## src/cfgsq_consts.svh

```systemverilog
// Constants of the configuration sequence controller
`ifndef CFGSQ_CONSTS_SVH
`define CFGSQ_CONSTS_SVH
// APB register byte offsets
`define CFGSQ_CTRL_OFS 12'h000
`define CFGSQ_STAT_OFS 12'h004
`define CFGSQ_SCHM_OFS 12'h008
`define CFGSQ_BITS_OFS 12'h00C
// Control fields
`define CFGSQ_CTRL_AUTO_BIT 0
`define CFGSQ_CTRL_USRCLK_BIT 1
`define CFGSQ_CTRL_INITDONE_BIT 2
`define CFGSQ_CTRL_SECURE_BIT 3
`define CFGSQ_CTRL_NARROW_BIT 4
`define CFGSQ_CTRL_JTAG_BIT 5
`define CFGSQ_CTRL_RST 6'h00
// First-frame bit that turns the init-done pin on
`define CFGSQ_FRAME_INITDONE_BIT 0
`define CFGSQ_BITS_RST 32'h0000_0400
// Timing
`define CFGSQ_CLK_MHZ 100
`define CFGSQ_TIMEOUT_NS 230000
`define CFGSQ_TIMEOUT_CYC ((`CFGSQ_TIMEOUT_NS * `CFGSQ_CLK_MHZ) / 1000)
`define CFGSQ_OSC_MHZ 10
`define CFGSQ_OSC_DIV (`CFGSQ_CLK_MHZ / `CFGSQ_OSC_MHZ)
`define CFGSQ_INIT_BASE 3185
`define CFGSQ_INIT_SECURE 3192
`endif

```

## src/cfgsq_pkg.sv

```systemverilog
// Types of the configuration sequence controller
package cfgsq_pkg;
  typedef enum logic [2:0] {
    CFGSQ_RESET = 3'b000,
    CFGSQ_CONFIG = 3'b001,
    CFGSQ_INIT = 3'b011,
    CFGSQ_USER = 3'b010,
    CFGSQ_ERROR = 3'b110
  } cfgsq_state_t;
  typedef enum logic [2:0] {
    CFGSQ_SCH_NONE = 3'h0,
    CFGSQ_SCH_AS = 3'h1,
    CFGSQ_SCH_AP = 3'h2,
    CFGSQ_SCH_PS = 3'h3,
    CFGSQ_SCH_FPP = 3'h4,
    CFGSQ_SCH_FPP_ENC = 3'h5,
    CFGSQ_SCH_JTAG = 3'h6
  } cfgsq_scheme_t;
  typedef struct packed {
    cfgsq_scheme_t scheme;
    logic fast_por;
  } cfgsq_decode_t;
  typedef struct packed {
    logic jtag;
    logic narrow;
    logic secure;
    logic init_done_en;
    logic user_clk;
    logic auto_restart;
  } cfgsq_ctrl_t;
endpackage

```

## src/cfgsq_top.sv

```systemverilog
// Configuration sequence controller with APB control
//
// Local design decisions: the APB register port and the register addresses.
`timescale 1ns/100ps
`default_nettype none
`include "cfgsq_consts.svh"

module cfgsq_top
  import cfgsq_pkg::*;
#(
  parameter int unsigned DATA_W = 16,
  parameter int unsigned TIMEOUT_CYC = `CFGSQ_TIMEOUT_CYC
)(
  input wire logic pclk,
  input wire logic presetn,
  input wire logic psel,
  input wire logic penable,
  input wire logic pwrite,
  input wire logic [11:0] paddr,
  input wire logic [31:0] pwdata,
  output logic [31:0] prdata,
  output logic pready,
  output logic pslverr,
  input wire logic config_clock,
  input wire logic [DATA_W-1:0] config_data,
  input wire logic frame_error,
  input wire logic config_request_n,
  input wire logic config_status_n_in,
  output logic config_status_n_out,
  output logic config_status_n_oe,
  input wire logic config_complete_in,
  output logic config_complete_out,
  output logic config_complete_oe,
  input wire logic user_startup_clock,
  input wire logic [3:0] scheme_select,
  output logic init_done_out,
  output logic init_done_oe,
  output logic user_io_oe,
  output logic weak_pullup_en,
  output logic user_mode
);

  // Data narrower than a parallel word, or a timeout past the 24-bit counter, cannot be served
  if (DATA_W < 16 || TIMEOUT_CYC < 2 || TIMEOUT_CYC > 32'h00FF_FFFF) begin : g_param_check
    $error("cfgsq_top: unsupported parameter value");
  end

  // ==========================================================
  // Scheme decode
  // decode table, with folded in
  function automatic cfgsq_decode_t decode_scheme(input logic [3:0] sel, input logic secure,
                                                  input logic narrow, input logic jtag);
    cfgsq_decode_t d;
    logic [3:0] s;
    d = '{scheme: CFGSQ_SCH_NONE, fast_por: 1'b0};
    s = narrow ? {1'b0, sel[2:0]} : sel;
    if (jtag) begin
      d.scheme = CFGSQ_SCH_JTAG;
    end else begin
      case (s)
        4'h2, 4'h3: d.scheme = CFGSQ_SCH_AS;
        4'hD: d = '{scheme: CFGSQ_SCH_AS, fast_por: 1'b1};
        4'h4: d = '{scheme: narrow ? CFGSQ_SCH_NONE : CFGSQ_SCH_AS, fast_por: 1'b1};
        4'h7, 4'hB, 4'h8: d.scheme = (secure || narrow) ? CFGSQ_SCH_NONE : CFGSQ_SCH_AP;
        4'h5, 4'h6: begin
          if (secure) begin
            d = '{scheme: CFGSQ_SCH_FPP_ENC, fast_por: 1'b1};
          end else if (!narrow) begin
            d = '{scheme: CFGSQ_SCH_AP, fast_por: 1'b1};
          end
        end
        4'h0: d.scheme = CFGSQ_SCH_PS;
        4'hC: d = '{scheme: CFGSQ_SCH_PS, fast_por: 1'b1};
        4'hE: d = '{scheme: CFGSQ_SCH_FPP, fast_por: 1'b1};
        4'hF: d = '{scheme: secure ? CFGSQ_SCH_NONE : CFGSQ_SCH_FPP, fast_por: 1'b1};
        4'h1: d = '{scheme: secure ? CFGSQ_SCH_FPP : CFGSQ_SCH_NONE, fast_por: secure};
        default: d.scheme = CFGSQ_SCH_NONE;
      endcase
    end
    return d;
  endfunction

  function automatic logic [4:0] bits_per_clock(input cfgsq_scheme_t sch);
    case (sch)
      CFGSQ_SCH_AP: return 5'd16;
      CFGSQ_SCH_FPP, CFGSQ_SCH_FPP_ENC: return 5'd8;
      default: return 5'd1;
    endcase
  endfunction

  // ==========================================================
  // Input synchronisers
  logic [6:0] sync1_ff;
  logic [6:0] sync2_ff;
  logic [6:0] sync_prev_ff;
  logic [DATA_W-1:0] data1_ff;
  logic [DATA_W-1:0] data2_ff;
  logic [3:0] sel1_ff;
  logic [3:0] sel2_ff;

  always_ff @(posedge pclk or negedge presetn) begin
    if (!presetn) begin
      // Idle pin levels: request and status high; marker bit 0 low
      sync1_ff <= 7'h22;
      sync2_ff <= 7'h22;
      sync_prev_ff <= 7'h22;
      data1_ff <= '0;
      data2_ff <= '0;
      sel1_ff <= 4'h0;
      sel2_ff <= 4'h0;
    end else begin
      sync1_ff <= {config_complete_in, config_status_n_in, frame_error, user_startup_clock,
                   config_clock, config_request_n, 1'b1};
      sync2_ff <= sync1_ff;
      sync_prev_ff <= sync2_ff;
      data1_ff <= config_data;
      data2_ff <= data1_ff;
      sel1_ff <= scheme_select;
      sel2_ff <= sel1_ff;
    end
  end

  wire req_n_s = sync2_ff[1];
  wire cclk_rise = sync2_ff[2] & ~sync_prev_ff[2];
  wire uclk_rise = sync2_ff[3] & ~sync_prev_ff[3];
  wire ferr_s = sync2_ff[4];
  wire status_pin_s = sync2_ff[5];
  // Complete wire read as a level: only INIT looks, entered after release

  // ==========================================================
  // Registers and state
  cfgsq_ctrl_t ctrl_ff;
  logic [31:0] total_bits_ff;
  cfgsq_state_t state_ff;
  cfgsq_state_t nxt_state;
  logic [31:0] bit_cnt_ff;
  logic [31:0] nxt_bit_cnt;
  logic [23:0] tmo_ff;
  logic [23:0] nxt_tmo;
  logic [11:0] init_cnt_ff;
  logic [11:0] nxt_init_cnt;
  logic [3:0] osc_ff;
  logic init_done_en_ff;
  logic first_frame_ff;
  logic [3:0] strap_ff;
  logic strap_valid_ff;
  logic [7:0] err_cnt_ff;

  cfgsq_decode_t dec;
  assign dec = decode_scheme(strap_ff, ctrl_ff.secure, ctrl_ff.narrow, ctrl_ff.jtag);
  wire [4:0] width = bits_per_clock(dec.scheme);
  wire [11:0] init_need = ctrl_ff.secure ? 12'(`CFGSQ_INIT_SECURE) : 12'(`CFGSQ_INIT_BASE);
  // internal oscillator tick from pclk divider
  wire osc_tick = (osc_ff == 4'(`CFGSQ_OSC_DIV - 1));
  // start-up clock only counted in init state
  wire init_tick = ctrl_ff.user_clk ? uclk_rise : osc_tick;

  // ==========================================================
  // Sequencer
  always_comb begin
    nxt_state = state_ff;
    nxt_bit_cnt = bit_cnt_ff;
    nxt_tmo = tmo_ff;
    nxt_init_cnt = init_cnt_ff;
    case (state_ff)
      CFGSQ_RESET: begin
        nxt_bit_cnt = '0;
        nxt_init_cnt = '0;
        // start once request high and status line seen released
        // Straps read as zero, a valid code, until latched
        if (strap_valid_ff && req_n_s && status_pin_s && dec.scheme != CFGSQ_SCH_NONE) begin
          nxt_state = CFGSQ_CONFIG;
        end
      end
      CFGSQ_CONFIG: begin
        if (ferr_s) begin
          nxt_state = CFGSQ_ERROR;
          nxt_tmo = '0;
        end else if (cclk_rise) begin
          nxt_bit_cnt = bit_cnt_ff + 32'(width);
          // released complete line, then wait for its rise
          if (nxt_bit_cnt >= total_bits_ff) begin
            nxt_state = CFGSQ_INIT;
          end
        end
      end
      CFGSQ_INIT: begin
        // count initialization cycles after complete rises
        if (init_tick && (init_cnt_ff != '0 || sync2_ff[6])) begin
          nxt_init_cnt = init_cnt_ff + 12'h001;
          if (nxt_init_cnt == init_need) begin
            nxt_state = CFGSQ_USER;
          end
        end
      end
      CFGSQ_USER: nxt_state = CFGSQ_USER;
      CFGSQ_ERROR: begin
        // Counter cleared on each error entry, so every retry waits in full
        // bounded timeout then self retry
        if (ctrl_ff.auto_restart) begin
          nxt_tmo = tmo_ff + 24'h000001;
          if (nxt_tmo >= 24'(TIMEOUT_CYC)) begin
            nxt_state = CFGSQ_RESET;
          end
        end
      end
      default: nxt_state = CFGSQ_RESET;
    endcase
    // request low forces reset; return path
    if (!req_n_s) begin
      nxt_state = CFGSQ_RESET;
    end
  end

  always_ff @(posedge pclk or negedge presetn) begin
    if (!presetn) begin
      state_ff <= CFGSQ_RESET;
      bit_cnt_ff <= '0;
      tmo_ff <= '0;
      init_cnt_ff <= '0;
      osc_ff <= 4'h0;
    end else begin
      state_ff <= nxt_state;
      bit_cnt_ff <= nxt_bit_cnt;
      tmo_ff <= nxt_tmo;
      init_cnt_ff <= nxt_init_cnt;
      osc_ff <= osc_tick ? 4'h0 : osc_ff + 4'h1;
    end
  end

  // Marker trails the sync chain, so straps are settled when taken
  // straps caught once after reset release, held static
  always_ff @(posedge pclk or negedge presetn) begin
    if (!presetn) begin
      strap_ff <= 4'h0;
      strap_valid_ff <= 1'b0;
    end else if (!strap_valid_ff) begin
      strap_ff <= sel2_ff;
      strap_valid_ff <= sync2_ff[0];
    end
  end

  // option bit loads from first frame
  always_ff @(posedge pclk or negedge presetn) begin
    if (!presetn) begin
      init_done_en_ff <= 1'b0;
      first_frame_ff <= 1'b1;
      err_cnt_ff <= 8'h00;
    end else begin
      if (state_ff == CFGSQ_RESET) begin
        init_done_en_ff <= 1'b0;
        first_frame_ff <= 1'b1;
      end else if (state_ff == CFGSQ_CONFIG && cclk_rise && first_frame_ff) begin
        init_done_en_ff <= ctrl_ff.init_done_en & data2_ff[`CFGSQ_FRAME_INITDONE_BIT];
        first_frame_ff <= 1'b0;
      end
      if (state_ff == CFGSQ_CONFIG && nxt_state == CFGSQ_ERROR && err_cnt_ff != 8'hFF) begin
        err_cnt_ff <= err_cnt_ff + 8'h01;
      end
    end
  end

  // ==========================================================
  // Pins
  wire in_cfg_done = (state_ff == CFGSQ_INIT) || (state_ff == CFGSQ_USER);
  // Open-drain pins: only the enables move, the level is always low
  // status driven low in error, and in reset while request is low
  assign config_status_n_out = 1'b0;
  assign config_status_n_oe = (state_ff == CFGSQ_RESET && !req_n_s) || (state_ff == CFGSQ_ERROR);
  // open-drain complete released only after all bits
  assign config_complete_out = 1'b0;
  assign config_complete_oe = !in_cfg_done;
  assign init_done_out = 1'b0;
  assign init_done_oe = init_done_en_ff && (state_ff != CFGSQ_USER) && (state_ff != CFGSQ_RESET);
  // user I/O live, pull-ups off in user mode
  assign user_mode = (state_ff == CFGSQ_USER);
  assign user_io_oe = user_mode;
  assign weak_pullup_en = !user_mode;

  // ==========================================================
  // APB slave, zero wait
  wire wr = psel & penable & pwrite;
  wire hit_ctrl = (paddr == `CFGSQ_CTRL_OFS);
  wire hit_stat = (paddr == `CFGSQ_STAT_OFS);
  wire hit_schm = (paddr == `CFGSQ_SCHM_OFS);
  wire hit_bits = (paddr == `CFGSQ_BITS_OFS);
  wire hit_any = hit_ctrl | hit_stat | hit_schm | hit_bits;

  always_ff @(posedge pclk or negedge presetn) begin
    if (!presetn) begin
      ctrl_ff <= cfgsq_ctrl_t'(`CFGSQ_CTRL_RST);
      total_bits_ff <= `CFGSQ_BITS_RST;
    end else if (wr && hit_ctrl) begin
      ctrl_ff <= cfgsq_ctrl_t'(pwdata[5:0]);
    end else if (wr && hit_bits) begin
      total_bits_ff <= pwdata;
    end
  end

  wire [31:0] stat_word = {err_cnt_ff, 12'h000, init_cnt_ff};
  wire [31:0] schm_word = {20'h00000, strap_ff, dec.fast_por, dec.scheme, 1'b0, state_ff};
  // Unmapped addresses answer with an error; writes to them are dropped
  assign pready = 1'b1;
  assign pslverr = psel & penable & ~hit_any;

  always_comb begin
    prdata = 32'h0000_0000;
    if (psel && !pwrite) begin
      if (hit_ctrl) prdata = {26'h0000000, ctrl_ff};
      if (hit_stat) prdata = stat_word;
      if (hit_schm) prdata = schm_word;
      if (hit_bits) prdata = total_bits_ff;
    end
  end

endmodule
`default_nettype wire

```

## config.mk

```make
export PLATFORM = sky130hd
export DESIGN_NAME = cfgsq_top
export DESIGN_NICKNAME = d
export VERILOG_FILES = /design/src/cfgsq_pkg.sv /design/src/cfgsq_top.sv
export VERILOG_INCLUDE_DIRS = /design/src
export SDC_FILE = /design/constraint.sdc
export NUM_CORES = 1
export LEC_CHECK = 0
export BUFFER_PORTS_ARGS = -buffer_cell sky130_fd_sc_hd__clkbuf_2
export CAP_MARGIN = 20
export CORE_MARGIN = 2
export CORE_UTILIZATION = 53
export DETAILED_ROUTE_END_ITERATION = 16
export GPL_ROUTABILITY_DRIVEN = 0
export HOLD_SLACK_MARGIN = 0.02
export PLACE_DENSITY = 0.88
export SYNTH_ARGS = -nofsm -noshare
export SYNTH_HDL_FRONTEND = slang
export SYNTH_SLANG_ARGS = --single-unit
```

## constraint.sdc

```tcl
create_clock -name pclk -period 4.3 [get_ports pclk]
set_input_delay 0.43 -clock pclk [delete_from_list [all_inputs] [get_ports pclk]]
set_output_delay 0.43 -clock pclk [all_outputs]
set_load 0.1 [all_outputs]
```

; Yosys cells after proc, flatten, opt, wreduce, memory -nomap -nowiden
; Index checks and enable logic that the tools add are counted.
[totals]
register_bits = 156
word_cells = 162
[op_classes]
n_addsub = 5
order_cmp = 2
eq_ne = 33
mux = 43
n_bitwise = 13
n_reduce_logical = 42
[ops]
columns = cell, count
row1 = $mux 32, 6
row2 = $pmux 32 s2, 1
row3 = $mux 24, 2
row4 = $pmux 24 s2, 1
row5 = $mux 3, 13
row6 = $add 32x5->32, 1
row7 = $ge 32x32->1, 1
row8 = $eq 4x4->1 const B, 7
row9 = $add 24x1->24 const B, 1
row10 = $eq 12x4->1 const B, 2
row11 = $ge 24x15->1 const B, 1
row12 = $pmux 12 s2, 1
row13 = $pmux 3 s8, 1
row14 = $eq 4x3->1 const B, 4
row15 = $mux 4, 4
row16 = $pmux 3 s5, 1
row17 = $logic_and 1x1->1, 14
row18 = $add 12x1->12 const B, 1
row19 = $eq 12x12->1, 1
row20 = $eq 12x3->1 const B, 1
row21 = $eq 3x3->1 const B, 4
row22 = $logic_not 12->1, 1
row23 = $mux 12, 1
row24 = $reduce_bool 12->1, 1
row25 = other kinds (28), 67

; Depth between registers and ports, before layout
[depth]
word_depth = 18
mapped_depth = 27
mapped_depth_nobuf = 25

; Worst setup path before layout
; No wires, ideal clock.
[synth_path]
path_kind = in2out
from = in paddr[3]
to = out prdata[7]
arrival_time_ns = 3.943
required_ns = 3.870
setup_slack_ns = -0.073
stages = 5
path_cell_list = clkbuf_1 > buf_1 > buf_1 > a41oi_1 > a211oi_1
[synth_via]
elab_chain_len = 5
[synth_lines]
columns = item, line
row1 = from (decl), cfgsq_top.sv:19  ; input wire logic [11:0] paddr,
row2 = $eq 12x3->1 (no line), --
row3 = $mux 32, cfgsq_top.sv:310  ; if (hit_stat) prdata = stat_word;
row4 = $mux 32, cfgsq_top.sv:311  ; if (hit_schm) prdata = schm_word;
row5 = $mux 32 (*), cfgsq_top.sv:312  ; if (hit_bits) prdata = total_bits_ff;
row6 = $mux 32 (*), cfgsq_top.sv:308  ; if (psel && !pwrite) begin
row7 = to (decl), cfgsq_top.sv:21  ; output logic [31:0] prdata,
; Every way passes the cells marked *; elsewhere a longest branch is shown, timed or not.

; Worst setup path after layout
[layout_path]
from = reg strap_ff[3]
to = reg state_ff[1]
[layout_via]
elab_chain_len = 15
[layout_lines]
columns = item, line
row1 = from (decl), cfgsq_top.sv:145  ; logic [3:0] strap_ff;
row2 = from (signal assigned), cfgsq_top.sv:238  ; strap_ff <= sel2_ff;
row3 = $mux 4 (*), cfgsq_top.sv:56  ; s = narrow ? {1'b0, sel[2:0]} : sel;
row4 = "$eq 4x3->1, or another cell as far along", cfgsq_top.sv:60  ; case (s)
row5 = "$reduce_or 3->1, or another cell as far along", cfgsq_top.sv:60
row6 = $pmux 3 s8 (*), cfgsq_top.sv:60
row7 = $mux 3 (*), cfgsq_top.sv:57  ; if (jtag) begin
row8 = $eq 3x3->1, cfgsq_top.sv:84  ; case (sch)
row9 = $reduce_or 2->1, cfgsq_top.sv:84
row10 = $pmux 5 s2, cfgsq_top.sv:84
row11 = $add 32x5->32, cfgsq_top.sv:180  ; nxt_bit_cnt = bit_cnt_ff + 32'(width);
row12 = $ge 32x32->1, cfgsq_top.sv:182  ; if (nxt_bit_cnt >= total_bits_ff) begin
row13 = $mux 3, cfgsq_top.sv:182
row14 = $mux 3, cfgsq_top.sv:179  ; end else if (cclk_rise) begin
row15 = $mux 3, cfgsq_top.sv:176  ; if (ferr_s) begin
row16 = $pmux 3 s5 (*), cfgsq_top.sv:165  ; case (state_ff)
row17 = $mux 3 (*), cfgsq_top.sv:210  ; if (!req_n_s) begin
row18 = via nxt_state[1], cfgsq_top.sv:135  ; cfgsq_state_t nxt_state;
row19 = to (signal assigned), cfgsq_top.sv:223  ; state_ff <= nxt_state;
row20 = to (decl), cfgsq_top.sv:134  ; cfgsq_state_t state_ff;
; The timed path passes the listed nets; every way through them passes the cells marked *.
; A chain may end at the register's enable or synchronous reset.

==> results by group <==
Status
  • Run status: complete, no violations

Floorplanning
  • Width of the chip: 135 µm
  • Die height: 135 µm
  • Die footprint: ~0.018 mm²
  • Core region area: 0.0167 mm²
  • Initial core utilization: 54.4%
  • Row cnt: 47
  • Number of top-level pins: 118

Drt
  • DRC viols: 0
  • Wirelength per Cell: between 15 and 20 µm
  • Initial DRC Count: 905
  • Final wirelength: 24500 µm
  • Number of vias after detailed routing: 8269
  • Via count normalized by instance count: 6.12
  • Pre-Repair DR Iteration Count: 5
  • Count of nets left with antenna violations after detail routing: 0

Global routing
  • Aggregate global routing overflow: 0
  • Number of global-route vias before repair: 7898
  • Largest net degree at the start of global routing: 97
  • Tot GR Track Use: 26.8%
  • Number of antenna violations at the first check in global routing: 0
  • Global-route wire length before repair: 38900 µm

Pwr
  • Switching pwr: 847 µW
  • Clock share of power: 48.3%
  • IR drop worst, VDD: 0.000339 V
  • Leakage Power: between 5 and 6 nW
  • Relative contribution of combinational cells to total power: 8.6%
  • PwrDens: 323 mW/mm²
  • Internal power: 2.63 mW
  • Part of the total power dissipated in sequential elements: 43.1%
  • Net switching fraction of the power: between 20% and 30%

Synthesis
  • Adder-Cell Fraction of Synth Area: 5.64%
  • Combinational family with the most area after synthesis: simple AND/OR/NAND/NOR gates
  • Sequential area share after synthesis: between 40% and 50%
  • Number of warnings printed during yosys synthesis: 0
  • Share of synthesized area spent on multiplexers: 4.72%
  • Flops & latches, synth: ~150
  • Mean instance size in the synthesized netlist: 8.92 µm²
  • Area of the mapped netlist: 0.00909 mm²
  • Post-synth ARST share: 100%
  • Most used DFF post-synth: sky130_fd_sc_hd__dfrtp_1
  • Number of distinct standard cells referenced by the synthesized netlist: 79
  • Synthesized netlist cell count: 1019
  • Synth Area in Compound Gates: 16.3%
  • Count of flip-flops with a built-in enable after synthesis: 0
  • Xor-xnor portion of the synthesized cell area: 4.43%
  • Synthesized-area fraction occupied by and/or/nand/nor cells: 21.8%

Layout
  • Synth-to-Final Area Change: 18.4%
  • Antenna cell count: 0
  • Most common cell after layout, fill and taps aside: sky130_fd_sc_hd__dfrtp_1
  • Final net count: 1235
  • Final std cells w/o fill: 1351
  • Fraction of final layout cells with drive strength greater than 1: a little over a fifth
  • Design Area, Final: between 0.01 and 0.015 mm²
  • Commonest cells after routing, fill and taps aside: sky130_fd_sc_hd__dfrtp_1 (145), sky130_fd_sc_hd__nand2_1 (134), sky130_fd_sc_hd__o21ai_0 (110)

STA
  • Final critical path time including I/O delays and setup: 4260 ps
  • Least-Margin Pin Slew: slightly below 1000 ps
  • Final count of hold timing violations: 0
  • Highest clock frequency the design can meet: 235 MHz
  • Final critical-path share of the clock period: 99.0%
  • Final worst hold slack: 61.8 ps
  • Worst slew margin relative to its limit: between 30% and 40%
  • Fin. max-slew vios: 0
  • Clock tree skew after final layout: slightly below 10 ps
  • Number of endpoints failing setup at the final stage: 0
  • Final setup slack of the worst path: 44.4 ps

Clocking
  • CTS tree: built
  • Number of hold buffers added after CTS: 0
  • Clock net sink count: 154
  • Number of buffers between clock root and the deepest sink: 2
  • Clock-pin slew on the worst setup and hold paths: 60 ps
  • Clock insertion delay at the later pin of the skew report: ~440 ps
  • Cell at the root of the clock tree: sky130_fd_sc_hd__clkbuf_16
  • Number of H-tree levels: 4
  • Clock buffers created by TritonCTS: 17

Critical path
  • CP endpoint kind: flip-flop
  • Arrival time of data at the critical path endpoint: 4570 ps
  • CP max FO: 5
  • Setup CP Type: reg2reg
  • Critical path data required time: roughly 4600 ps
  • Critical Path Start Type: flip-flop

Placed design
  • Placed wire-length estimate after detailed placement: between 15000 and 20000 µm
  • Pre-CTS setup slack: -154 ps
  • I/O Buffers: ~100
  • Placed cell areas: between 0.009 and 0.01 mm²
  • Post-Place Cells: 1307

Run
  • Max-Cap Viols: 0

Hold path
  • Path category of the worst min-delay check: in2reg
registers in the layout (all words and copies together) (netlist names):
signal           flops
err_cnt_ff           8
total_bits_ff       32
data2_ff             1
sel1_ff              4
init_done_en_ff      1
osc_ff               4
strap_valid_ff       1
strap_ff             4
ctrl_ff              6
sync_prev_ff         2
bit_cnt_ff          32
state_ff             3
data1_ff             1
sync2_ff             7
init_cnt_ff         12
first_frame_ff       1
tmo_ff              24
sel2_ff              4
sync1_ff             7
worst max-delay path, stage by stage, from the launching register on:
cell,delay [ps]
sky130_fd_sc_hd__dfrtp_2,430
sky130_fd_sc_hd__buf_4,150
sky130_fd_sc_hd__nand2_1,130
sky130_fd_sc_hd__o21ai_1,90
sky130_fd_sc_hd__a31oi_2,260
sky130_fd_sc_hd__buf_4,160
sky130_fd_sc_hd__nor2_1,70
sky130_fd_sc_hd__ha_1,380
sky130_fd_sc_hd__a41o_1,230
sky130_fd_sc_hd__a21o_1,240
sky130_fd_sc_hd__nand3_4,130
sky130_fd_sc_hd__or4_4,600
sky130_fd_sc_hd__xnor2_4,250
sky130_fd_sc_hd__ha_4,240
sky130_fd_sc_hd__nor2b_1,130
sky130_fd_sc_hd__o211ai_1,180
sky130_fd_sc_hd__a21oi_1,110
sky130_fd_sc_hd__a211oi_1,210
sky130_fd_sc_hd__a31oi_1,100
Yosys cell counts, drive strengths merged (5+ instances only):
cell type | number | area share (%)
a211oi | 6 | 0.55
a21o | 9 | 0.74
a21oi | 30 | 1.7
a22oi | 9 | 0.74
a31oi | 13 | 0.89
and2 | 8 | 0.55
and3 | 21 | 1.5
and4 | 5 | 0.51
buf | 11 | 0.72
clkbuf | 44 | 1.8
dfrtp | 148 | 41
dfstp | 6 | 1.7
ha | 41 | 5.6
inv | 49 | 2.0
mux2 | 20 | 2.5
mux2i | 11 | 1.2
nand2 | 134 | 5.5
nand3 | 64 | 3.7
nand4 | 22 | 1.6
nor2 | 73 | 3.1
nor2b | 15 | 1.0
nor3 | 22 | 1.4
nor4 | 6 | 0.65
o21ai | 120 | 6.6
o31ai | 25 | 2.1
xnor2 | 35 | 3.4
xor2 | 11 | 1.1
metrics by stage:
step	total power [mW]	setup TNS [ps]	utilization (%)
final	3.48	0	64.4
after global routing	3.57	-112	64.4
after global placement	1.79	0	58.9
after detailed placement	1.79	-154	58.9
after floorplan	1.68	0	-
after CTS	3.46	0	63.1
cell families after synthesis:
kind of cell | count (synthesis)
xor gates and xnor gates | 46
adders and majority gates | 41
muxes | 35
other | 2
buffers and inverters | 104
and+or+nand+nor | 395
DFF | 154
AOI/OAI and AO/OA | 242
path summary, 6_finish.rpt:
| check | slack (ps) | depth (start not counted) | end | start |
|---|---|---|---|---|
| setup / recovery | 40 | 18 | state_ff[1]$_DFF_PN0_ | strap_ff[3]$_DFFE_PN0N_ |
| hold / removal | 60 | 1 | sync1_ff[1]$_DFF_PN1_ | config_request_n |
| setup reg to reg | 40 | 18 | state_ff[1]$_DFF_PN0_ | strap_ff[3]$_DFFE_PN0N_ |
| hold reg to reg | 350 | 0 | sync2_ff[3]$_DFF_PN0_ | sync1_ff[3]$_DFF_PN0_ |
| max in group asynchronous | 3260 | 2 | total_bits_ff[13]$_DFFE_PN0P_ | presetn |
| min in group asynchronous | 80 | 1 | total_bits_ff[27]$_DFFE_PN0P_ | presetn |
timing repair:
item / in CTS / in global routing
setup endpoints to repair: 1 / 1
pin swaps: 4 / 22
setup buffers: 2 / 11
gates resized for setup: 10 / 31
final cells by class:
class                           count  area (µm²)
Tap cell                          220         275
Timing Repair Buffer              133         772
Clock inverter                     11         194
Clock buffer                       20         457
Sequential cell                   154        3860
Fill cell                        1267        5940
Multi-Input combinational cell    764        5010
Inverter                           49         184
power groups by stage:
stage | logic [mW] | registers [mW] | clock network, mW
6_report | 0.300 | 1.50 | 1.68
5_1_grt | 0.325 | 1.50 | 1.75
3_3_place_gp | 0.265 | 1.52 | 0
3_5_place_dp | 0.271 | 1.52 | 0
4_1_cts | 0.280 | 1.50 | 1.68
2_1_floorplan | 0.176 | 1.51 | 0
per-layer routing:
metal / wire, µm / part of all wire (%) / up-vias / GRT usage [%]
li1: - / - / 3810 / -
met1: 9870 / 40 / 4012 / 34.3
met2: 12000 / 49 / 368 / 43.0
met3: 1700 / 6.9 / 79 / 5.74
met4: 1010 / 4.1 / 0 / 13.6
met5: 0 / 0 / - / 0
(Power assumes the default switching activity.)
